===== src/design/pfsk_map.vh =====
`ifndef PFSK_MAP_VH
`define PFSK_MAP_VH
// ********************************************************************
// timing
// ********************************************************************
`define PFSK_CLK_NS        10
`define PFSK_SLOT_NS       62500
`define PFSK_HF_OFF_NS     1937500
`define PFSK_SC_OFF_NS     15937500
`define PFSK_SLOT_CYC      (`PFSK_SLOT_NS / `PFSK_CLK_NS)
// ********************************************************************
// frame layout
// ********************************************************************
`define PFSK_FRAME_SLOTS   32
`define PFSK_SUB_FRAMES    8
`define PFSK_MAIN_DLY      8
`define PFSK_MAIN_EXP_CH   5'h08
`define PFSK_SUB_EXP_CH    5'h00
`define PFSK_SUB_GATE_CH   5'h00
`define PFSK_SUB_EXP_SF    3'h0
`define PFSK_LAST_CH       5'h1f
`define PFSK_REALIGN_CH    5'h09
`define PFSK_SC_KEY_CH     5'h0f
`endif


===== src/design/pfsk_core.v =====
// What this block does
// - slot clock ticks per data pulse and per missing-pulse interval
// - key strobe lags slot tick by an adjustable phase delay
// - slot tick advances countdown; decode drives one key line per gate
// - each main key line high one slot, low rest of frame
// - each subcom key line high one slot, low eight frames minus one
// - a slot without data pulse gives a sync candidate
// - candidate ANDed with candidate eight slots earlier gives frame sync
// - validated sync realigns countdown so gate 1 meets channel 1
// - after lock, main gate accepts sync only in expected slot
// - expected sync arriving closes gate until next expected slot
// - missing expected sync leaves gate open until sync re-established
// - closed gate rejects false and subcom sync pulses
// - candidate ANDed with previous slot candidate flags subcom sync
// - subcom candidates pass only in channel 1 slot once locked
// - subcom gate works like main gate using subcom countdown
// - main and subcom gate inputs ORed onto record line
`timescale 1ns/1ps
`include "pfsk_map.vh"
module pfsk_core #(
  parameter SLOT_CYC = `PFSK_SLOT_CYC,
  parameter PH_W     = 16
) (
  // clock and reset
  input  wire            core_clk,
  input  wire            rst_n,
  // incoming pulse train and phase trim
  input  wire            data_pulse,
  input  wire [PH_W-1:0] phase_dly,
  // keying lines
  output reg  [31:0]     hf_key_q,
  output reg  [7:0]      sc_key_q,
  // sync status and record line
  output reg             slot_clk_q,
  output reg             sync_cand_q,
  output reg             frame_lock_q,
  output reg             sub_lock_q,
  output reg             sync_rec_q
);

  // ******************************************************************
  // frame constants
  // ******************************************************************
  // slot and frame positions used by gates, countdowns and keys
  localparam [4:0]  LAST_CH  = `PFSK_LAST_CH;
  localparam [4:0]  MAIN_EXP = `PFSK_MAIN_EXP_CH;
  localparam [4:0]  SUB_EXP  = `PFSK_SUB_EXP_CH;
  localparam [4:0]  SUB_GATE = `PFSK_SUB_GATE_CH;
  localparam [4:0]  REALIGN  = `PFSK_REALIGN_CH;
  localparam [4:0]  SC_KEY   = `PFSK_SC_KEY_CH;
  localparam [2:0]  SUB_SF   = `PFSK_SUB_EXP_SF;
  localparam [15:0] HALF_CYC = SLOT_CYC / 2;
  localparam [15:0] LAST_CYC = SLOT_CYC - 1;
  localparam        DLY_TOP  = `PFSK_MAIN_DLY - 1;

  // ******************************************************************
  // helpers
  // ******************************************************************
  // one-hot decode of a 5-bit index
  function [31:0] pfsk_dec;
    input [4:0] idx;
    begin
      pfsk_dec = 32'h0000_0001 << idx;
    end
  endfunction

  // true in the last slot of the frame
  function pfsk_last;
    input [4:0] idx;
    begin
      pfsk_last = (idx == LAST_CH);
    end
  endfunction

  // ******************************************************************
  // slot clock recovery
  // ******************************************************************
  reg  [15:0]     scnt_q;
  reg             pulse_d_q;
  reg             seen_q;
  reg             tick;
  reg             miss;
  wire            edge_in;
  wire            late_half;

  // rising edge of the train and late half of the slot
  assign edge_in   = data_pulse & ~pulse_d_q;
  assign late_half = (scnt_q >= HALF_CYC);

  // flywheel tick on timeout, early tick on a pulse in the late half
  always @* begin
    tick = 1'b0;
    miss = 1'b0;
    if (edge_in && late_half) begin
      tick = 1'b1;
    end else if (scnt_q == LAST_CYC) begin
      tick = 1'b1;
      miss = ~seen_q & ~edge_in;
    end
  end

  // slot counter, restarted by every tick or early pulse
  always @(posedge core_clk) begin
    if (!rst_n) begin
      scnt_q    <= 16'h0000;
      pulse_d_q <= 1'b0;
    end else begin
      pulse_d_q <= data_pulse;
      if (tick || (edge_in && !late_half)) begin
        scnt_q <= 16'h0000;
      end else begin
        scnt_q <= scnt_q + 16'h0001;
      end
    end
  end

  // a pulse in the early half marks the slot as filled
  always @(posedge core_clk) begin
    if (!rst_n) begin
      seen_q <= 1'b0;
    end else if (tick) begin
      seen_q <= 1'b0;
    end else if (edge_in) begin
      seen_q <= 1'b1;
    end
  end

  // ******************************************************************
  // sync validation
  // ******************************************************************
  reg  [7:0]      dly8_q;
  reg             dly1_q;
  reg  [4:0]      ch_q;
  reg  [2:0]      sf_q;
  reg             mgate_q;
  reg             sgate_q;
  wire            main_ok;
  wire            sub_cand;
  wire            sub_ok;
  wire            m_exp;
  wire            s_exp;
  wire            m_take;
  wire            s_take;

  // candidates, expected slots and what each gate lets through
  assign main_ok  = miss & dly8_q[DLY_TOP];
  assign sub_cand = miss & dly1_q;
  assign sub_ok   = sub_cand & frame_lock_q & (ch_q == SUB_GATE);
  assign m_exp    = (ch_q == MAIN_EXP);
  assign s_exp    = (ch_q == SUB_EXP) && (sf_q == SUB_SF);
  assign m_take   = main_ok & (m_exp | mgate_q);
  assign s_take   = sub_ok & (s_exp | sgate_q);

  // candidate delay line over eight slots
  always @(posedge core_clk) begin
    if (!rst_n) begin
      dly8_q <= 8'h00;
    end else if (tick) begin
      dly8_q <= {dly8_q[6:0], miss};
    end
  end

  // candidate delay line over one slot
  always @(posedge core_clk) begin
    if (!rst_n) begin
      dly1_q <= 1'b0;
    end else if (tick) begin
      dly1_q <= miss;
    end
  end

  // main gate: closes on accepted sync, reopens on a missed one
  always @(posedge core_clk) begin
    if (!rst_n) begin
      mgate_q      <= 1'b1;
      frame_lock_q <= 1'b0;
    end else if (tick) begin
      if (m_take) begin
        mgate_q      <= 1'b0;
        frame_lock_q <= 1'b1;
      end else if (m_exp && frame_lock_q) begin
        mgate_q      <= 1'b1;
        frame_lock_q <= 1'b0;
      end
    end
  end

  // subcom gate: same behaviour, slots from the subcom countdown
  always @(posedge core_clk) begin
    if (!rst_n) begin
      sgate_q    <= 1'b1;
      sub_lock_q <= 1'b0;
    end else if (tick) begin
      if (s_take) begin
        sgate_q    <= 1'b0;
        sub_lock_q <= 1'b1;
      end else if (s_exp && sub_lock_q) begin
        sgate_q    <= 1'b1;
        sub_lock_q <= 1'b0;
      end
    end
  end

  // ******************************************************************
  // countdowns
  // ******************************************************************
  // main slot count, realigned by accepted main sync
  always @(posedge core_clk) begin
    if (!rst_n) begin
      ch_q <= 5'h00;
    end else if (tick) begin
      if (m_take) begin
        ch_q <= REALIGN;
      end else if (pfsk_last(ch_q)) begin
        ch_q <= 5'h00;
      end else begin
        ch_q <= ch_q + 5'h01;
      end
    end
  end

  // subcom frame count, one step per main frame wrap
  always @(posedge core_clk) begin
    if (!rst_n) begin
      sf_q <= 3'h0;
    end else if (tick) begin
      if (s_take) begin
        sf_q <= SUB_SF;
      end else if (pfsk_last(ch_q) && !m_take) begin
        sf_q <= sf_q + 3'h1;
      end
    end
  end

  // ******************************************************************
  // phase-delayed keying
  // ******************************************************************
  reg  [PH_W-1:0] ph_q;
  reg             ph_run_q;
  wire            key_stb;
  wire [31:0]     dec_ch;
  wire [31:0]     dec_sf;

  // key strobe and the decoded slot and subframe
  assign key_stb = ph_run_q & (ph_q == phase_dly);
  assign dec_ch  = pfsk_dec(ch_q);
  assign dec_sf  = pfsk_dec({2'b00, sf_q});

  // phase counter started by each slot tick
  always @(posedge core_clk) begin
    if (!rst_n) begin
      ph_q     <= {PH_W{1'b0}};
      ph_run_q <= 1'b0;
    end else if (tick) begin
      ph_q     <= {PH_W{1'b0}};
      ph_run_q <= 1'b1;
    end else if (key_stb) begin
      ph_run_q <= 1'b0;
    end else if (ph_run_q) begin
      ph_q <= ph_q + {{(PH_W-1){1'b0}}, 1'b1};
    end
  end

  // main key lines change only on the strobe, so each stands one slot
  always @(posedge core_clk) begin
    if (!rst_n) begin
      hf_key_q <= 32'h0000_0000;
    end else if (key_stb) begin
      hf_key_q <= dec_ch;
    end
  end

  // subcom key lines only in their channel slot of the frame
  always @(posedge core_clk) begin
    if (!rst_n) begin
      sc_key_q <= 8'h00;
    end else if (key_stb) begin
      if (ch_q == SC_KEY) begin
        sc_key_q <= dec_sf[7:0];
      end else begin
        sc_key_q <= 8'h00;
      end
    end
  end

  // ******************************************************************
  // status and record line
  // ******************************************************************
  // slot tick and sync candidate, one cycle each
  always @(posedge core_clk) begin
    if (!rst_n) begin
      slot_clk_q  <= 1'b0;
      sync_cand_q <= 1'b0;
    end else begin
      slot_clk_q  <= tick;
      sync_cand_q <= miss;
    end
  end

  // gate inputs of both sync paths share one record line
  always @(posedge core_clk) begin
    if (!rst_n) begin
      sync_rec_q <= 1'b0;
    end else begin
      sync_rec_q <= tick & (main_ok | sub_ok);
    end
  end

endmodule // pfsk_core


===== config.mk =====
export PLATFORM = sky130hd
export DESIGN_NAME = pfsk_core
export DESIGN_NICKNAME = d
export VERILOG_FILES = /design/src/design/pfsk_core.v
export VERILOG_INCLUDE_DIRS = /design/src /design/src/design
export SDC_FILE = /design/constraint.sdc
export NUM_CORES = 1
export LEC_CHECK = 0
export BUFFER_PORTS_ARGS = -buffer_cell sky130_fd_sc_hd__buf_2
export CAP_MARGIN = 20
export CORE_MARGIN = 2
export CORE_UTILIZATION = 35
export DETAILED_ROUTE_END_ITERATION = 10
export HOLD_SLACK_MARGIN = 0.1
export MAX_ROUTING_LAYER = met4
export PLACE_DENSITY_LB_ADDON = 0.05
export SLEW_MARGIN = 15
export SYNTH_ARGS = -nofsm -noshare
export SYNTH_HDL_FRONTEND = slang
export SYNTH_SLANG_ARGS = --single-unit

===== constraint.sdc =====
create_clock -name core_clk -period 2.1 [get_ports core_clk]
set_input_delay 0 -clock core_clk [delete_from_list [all_inputs] [get_ports core_clk]]
set_output_delay 0 -clock core_clk [all_outputs]
set_load 0.01 [all_outputs]

**After elaboration in Yosys (flattened, before gate mapping)**

Cells that the tools add are included.

- Add/subtract/negate cells: 4
- Magnitude comparators: 1
- Eq/ne operators: 5
- Shifts and indexed selects: 2
- Mux-type cells: 19
- Bitwise logic cells: 18
- Reduce and logical (&&, ||, !) cells: 21

Operators with widths:

| kind | count |
|---|---|
| adder 16 x 1 -> 16 bit (second input constant) | 2 |
| << shifter 1 x 5 -> 32 bit (first input constant) | 1 |
| equality test 16 x 13 -> 1 bit (second input constant) | 1 |
| equality test 16 bit | 1 |
| >= comparator 16 x 12 -> 1 bit (second input constant) | 1 |
| 2-to-1 mux 1 bit | 14 |
| AND 1 bit | 10 |
| equality test 5 x 4 -> 1 bit (second input constant) | 2 |
| 2-to-1 mux 5 bit | 2 |
| 2-to-1 mux 8 bit | 1 |
| AND reduction 2 bit | 4 |
| nonzero test 2 bit | 4 |
| << shifter 1 x 3 -> 8 bit (first input constant) | 1 |
| logical AND 1 bit | 6 |
| 2-to-1 mux 3 bit | 2 |
| adder 5 x 1 -> 5 bit (second input constant) | 1 |
| equality test 5 bit (second input constant) | 1 |
| logical NOT 5 bit | 1 |
| NOT 1 bit | 5 |
| OR reduction 2 bit | 2 |
| adder 3 x 1 -> 3 bit (second input constant) | 1 |
| logical NOT 3 bit | 1 |
| bitwise OR 1 bit | 3 |
| logical NOT 1 bit | 2 |
| logical OR 1 bit | 1 |

- Bits in registers: 99
- Output and inout port bits: 45

**Longest topological paths before layout**

- Depth after elaboration: 12
- Mapped depth: 9
- Gate-level depth less buffers: 8

**Worst setup path after synthesis**

OpenSTA, ideal clock, no wires.

- Kind: flip-flop to flip-flop
- Start point: register ch_q[0]
- End point: register sf_q[2]
- Library setup time: 0.132 ns
- Data arrival time: 1.846 ns
- Data required time: 1.968 ns
- Path slack: 0.121 ns
- Stages on the path, launching flop included: 8
- Period minus slack after synthesis: 1.979 ns
- Path through: dfxtp_1 inv_1 ha_1 nor4b_1 o2111ai_1 or2_1 nand4b_1 a21oi_1

- Cells in the longest elaborated chain, start to end: 7

RTL lines:

| item | line | source |
|---|---|---|
| start, declared | pfsk_core.v:133 | `reg [4:0] ch_q;` |
| start signal, assigned | pfsk_core.v:217 | `ch_q <= ch_q + 5'h01;` |
| equality test 5 x 4 -> 1 bit | pfsk_core.v:149 | `assign m_exp = (ch_q == MAIN_EXP);` |
| bitwise OR 1 bit | pfsk_core.v:151 | `assign m_take = main_ok & (m_exp \| mgate_q);` |
| AND 1 bit | pfsk_core.v:151 |  |
| logical NOT 1 bit | pfsk_core.v:229 | `end else if (pfsk_last(ch_q) && !m_take) begin` |
| logical AND 1 bit | pfsk_core.v:229 |  |
| nonzero test 2 bit (no line) | - |  |
| AND reduction 2 bit (no line) | - |  |
| end signal, assigned | pfsk_core.v:230 | `sf_q <= sf_q + 3'h1;` |
| end, declared | pfsk_core.v:134 | `reg [2:0] sf_q;` |

Parallel ways exist; a longest one is shown, timed or not.
A chain may end at the register's enable or synchronous reset.

**Final worst setup path**

- Start point: register scnt_q[15]
- End point: register sf_q[0]

- Cells in the longest elaborated chain, start to end: 9

RTL lines:

| item | line | source |
|---|---|---|
| start, declared | pfsk_core.v:78 | `reg [15:0] scnt_q;` |
| start signal, assigned | pfsk_core.v:112 | `scnt_q <= scnt_q + 16'h0001;` |
| >= comparator 16 x 12 -> 1 bit / equality test 16 x 13 -> 1 bit (equally long branches) | pfsk_core.v:88, pfsk_core.v:96 |  |
| logical AND 1 bit / 2-to-1 mux 1 bit (equally long branches) | pfsk_core.v:94, pfsk_core.v:96 |  |
| 2-to-1 mux 1 bit | pfsk_core.v:94 | `if (edge_in && late_half) begin` |
| AND 1 bit (on tied branches) | pfsk_core.v:147, pfsk_core.v:146 |  |
| AND 1 bit (on tied branches) | pfsk_core.v:148, pfsk_core.v:151 |  |
| AND 1 bit / logical NOT 1 bit (equally long branches) | pfsk_core.v:148, pfsk_core.v:229 |  |
| AND 1 bit / logical AND 1 bit (equally long branches) | pfsk_core.v:152, pfsk_core.v:229 |  |
| nonzero test 2 bit (no line) | - |  |
| AND reduction 2 bit (no line) | - |  |

Parallel ways exist; a longest one is shown, timed or not.

==> metrics.md <==
| Metric | Value |
|---|---|
| Setup violators final | `0` |
| Final instance area | `around 0.0056 mm2` |
| First drt pass iteration count | `4` |
| Buf/Inv on CP | `0` |
| Initial DRC count | `220` |
| Clock latency on the worst-skew pair | `~350 ps` |
| RSZ-0062 raised after global routing | `yes` |
| LEAKAGE | `2.16 nW` |
| Synth cell types | `48` |
| Largest fanout on the critical path | `3` |
| Crit Path Class | `reg -> reg` |
| Gpl congestion | `roughly 0.76` |
| Post-synthesis async set-or-reset flop share | `0%` |
| Number of CTS-inserted buffers | `9` |
| Power Density | `712 mW/mm2` |
| Worst Path Arrival | `2230 ps` |
| Worst stage delay on the critical path | `550 ps` |
| Vias in the first global route | `3439` |
| Syn. warnings | `0` |
| Core area | `roughly 0.012 mm2` |
| Startpoint types | `flop` |
| Clock transition at path regs | `approximately 70 ps` |
| Worst path depth | `6` |
| IO Pins | `64` |
| All-Layer GR Usage | `16.5%` |
| DP Worst Slack | `approximately 65 ps` |
| Layout cell share with drive strength beyond 1 | `a little under a quarter` |
| First-pass GRT wire length | `16900 um` |
| Fmax | `0.500 GHz` |
| Slew @ Worst Pin | `approximately 410 ps` |
| Final setup margin | `a little under 100 ps` |
| Die H | `116 um` |
| Worst path top cell family by delay | `simple AND/OR/NAND/NOR gates` |
| Post-DP Area | `0.00513 mm2` |
| FF+latch count, synth | `98` |
| Reg2Reg Depth | `6` |
| Seq/Total Area, Yosys | `44.4%` |
| Antenna violations before repair | `0` |
| Syn_area_per_cell | `roughly 8.6 um2` |
| # nets final | `644` |
| Register Area | `around 0.0020 mm2` |
| Hold Vio Cnt, Final | `0` |
| Maximum clock insertion buffer count | `2` |
| Commonest non-fill, non-tap cells in the layout | `91 x dfxtp_1, 66 x nand2_1, 63 x buf_2, 52 x a21oi_1, 39 x nor2_1` |
| Die area | `0.0135 mm2` |
| Max Cap Viol | `0` |
| Peak supply drop | `447 uV` |
| Worst Clk Skew | `4.81 ps` |
| CP cell instances | `or3_4 -> or4_4 -> nor4_4 -> a21oi_2 -> o21ai_1 -> a21oi_1` |
| Final wirelength | `10500 um` |
| Starting Density | `35.5%` |
| Synthesized cell area | `0.00442 mm2` |
| CTS tree | `built` |
| DRC Markers | `0` |
| Syn Nets | `~550` |
| Crit. End Element | `flop` |
| Commonest non-fill, non-tap cell in the layout | `dfxtp_1` |
| Vias post-DR | `3779` |
| Hold Path Stages | `6` |
| Syn Inst Count | `515` |
| CP max-delay cell | `or4_4` |
| Global route overflow | `0` |
| Max Transition Viols Final | `0` |
| Area growth syn-to-layout | `27.8%` |
| Detail Placement HPWL | `7510 um` |
| DR vias/cell | `slightly below 5` |
| Hold Path Class | `in -> reg` |
| Ys flop type | `dfxtp_1` |
| EDFF count, synth | `0` |
| Outcome | `completed` |
| Finished Core Util | `~45%` |
| Routed Antenna Nets | `0` |
| WL per Instance | `about 13 um` |
| Min cycle time layout | `around 2000 ps` |
| Fin Hold WS | `between 300 and 400 ps` |
| Largest net degree at the start of global routing | `47` |
| Sinks on the clock net | `98` |
| Data required, critical path | `2320 ps` |
| Diode count | `0` |
| Slew Limit Headroom | `72.4%` |
| Root Buffer | `clkbuf_16` |
| H-tree depth | `3` |
| Die W | `about 120 um` |
| Port Buffer Count | `63` |
| Filler cell count | `approximately 1300` |
| Fin crit share | `95.3%` |
| Multi-input gate area | `0.00233 mm2` |
| # rows | `41` |
worst paths after layout:
kind	slack, ps	start	end
worst min register to register	440	hf_key_q[28]	hf_key_q[28]
worst min-delay path	390	phase_dly[14]	ph_run_q
worst max-delay path	100	scnt_q[15]	sf_q[0]
worst max register to register	100	scnt_q[15]	sf_q[0]
what timing repair did:
| action | in CTS | in global routing |
|---|---|---|
| gates resized for setup | 0 | 22 |
| buffers inserted | 0 | 4 |
| endpoints found under the hold margin | 3 | 0 |
| hold buffers | 3 | 0 |
| endpoints found under the setup margin | 0 | 50 |
flip-flops by register name, indices dropped and copies added (netlist names), 3 cells and up:
signal,count
hf_key_q,32
dly8_q,8
sf_q,3
ch_q,5
sc_key_q,8
ph_q,16
scnt_q,16
layout make-up:
class                   count  share of cell area [%]
repair buffers            106                    12.0
multi-input cells         371                    41.2
clock buffers              10                    4.23
clock inverters             6                    2.44
flip-flops and latches     98                    34.9
inverters                  21                    1.40
well taps                 172                    3.81
worst min-delay path: stages:
cell	delay, ps
buf_2	90
xnor2_1	50
nand4_1	180
o41ai_4	130
buf_4	140
a21oi_1	100
where the power goes:
group	switching [mW]	leakage (nW)	internal, mW	total, mW
Sequential	0.00311	0.794	1.86	1.87
Combinational	0.0661	1.18	0.0497	0.116
Clock	0.721	0.183	1.32	2.04
Total	0.790	2.16	3.23	4.02
routing by layer:
metal  vias to the layer above  global-route usage (%)  routed length [um]
met5                         -                       -                   0
met4                         0                    7.38                 163
met3                        12                    2.85                 359
met2                        64                    25.6                4910
met1                      1738                    21.1                5070
li1                       1965                       -                   -
per-stage QoR:
step / setup TNS (ps) / total power [mW] / std cells
floorplan: 0 / 1.97 / 515
global placement: 0 / 2.02 / 760
detailed placement: 0 / 2.02 / 760
CTS: 0 / 4.08 / 779
global route: -27.2 / 4.20 / 784
finish: 0 / 4.02 / 784
Yosys cell counts (3+ instances only):
master | count | area (um2)
dfxtp_1 | 98 | 1960
nand2_1 | 67 | 251
a21oi_1 | 52 | 260
nor2_1 | 39 | 146
xnor2_1 | 33 | 289
or3_1 | 29 | 181
nand4_1 | 23 | 144
inv_1 | 21 | 78.8
ha_1 | 18 | 225
nand3_1 | 18 | 90.1
buf_2 | 11 | 55.1
o21ai_0 | 11 | 55.1
clkbuf_1 | 10 | 37.5
nor4_1 | 9 | 56.3
xor2_1 | 8 | 70.1
a22o_1 | 7 | 61.3
and3_1 | 6 | 37.5
nor3_1 | 6 | 30.0
and2_1 | 5 | 31.3
o21ai_1 | 4 | 20.0
a31oi_1 | 3 | 18.8
clkbuf_2 | 3 | 15.0
nand2b_1 | 3 | 18.8
logic make-up (layout without fill, tap and decap cells):
group	count (synthesis)	after routing	synth area share, %
AND/OR/NAND/NOR	222	222	26.2
XOR/XNOR	41	41	8.13
flip-flops	98	98	44.4
buffers and inverters	46	143	4.39
adder cells (fa/ha/maj)	18	18	5.10
multiplexers	1	1	0.227
AO/OA/AOI/OAI	89	89	11.6
Note: power is estimated with default switching activity, not from simulation.
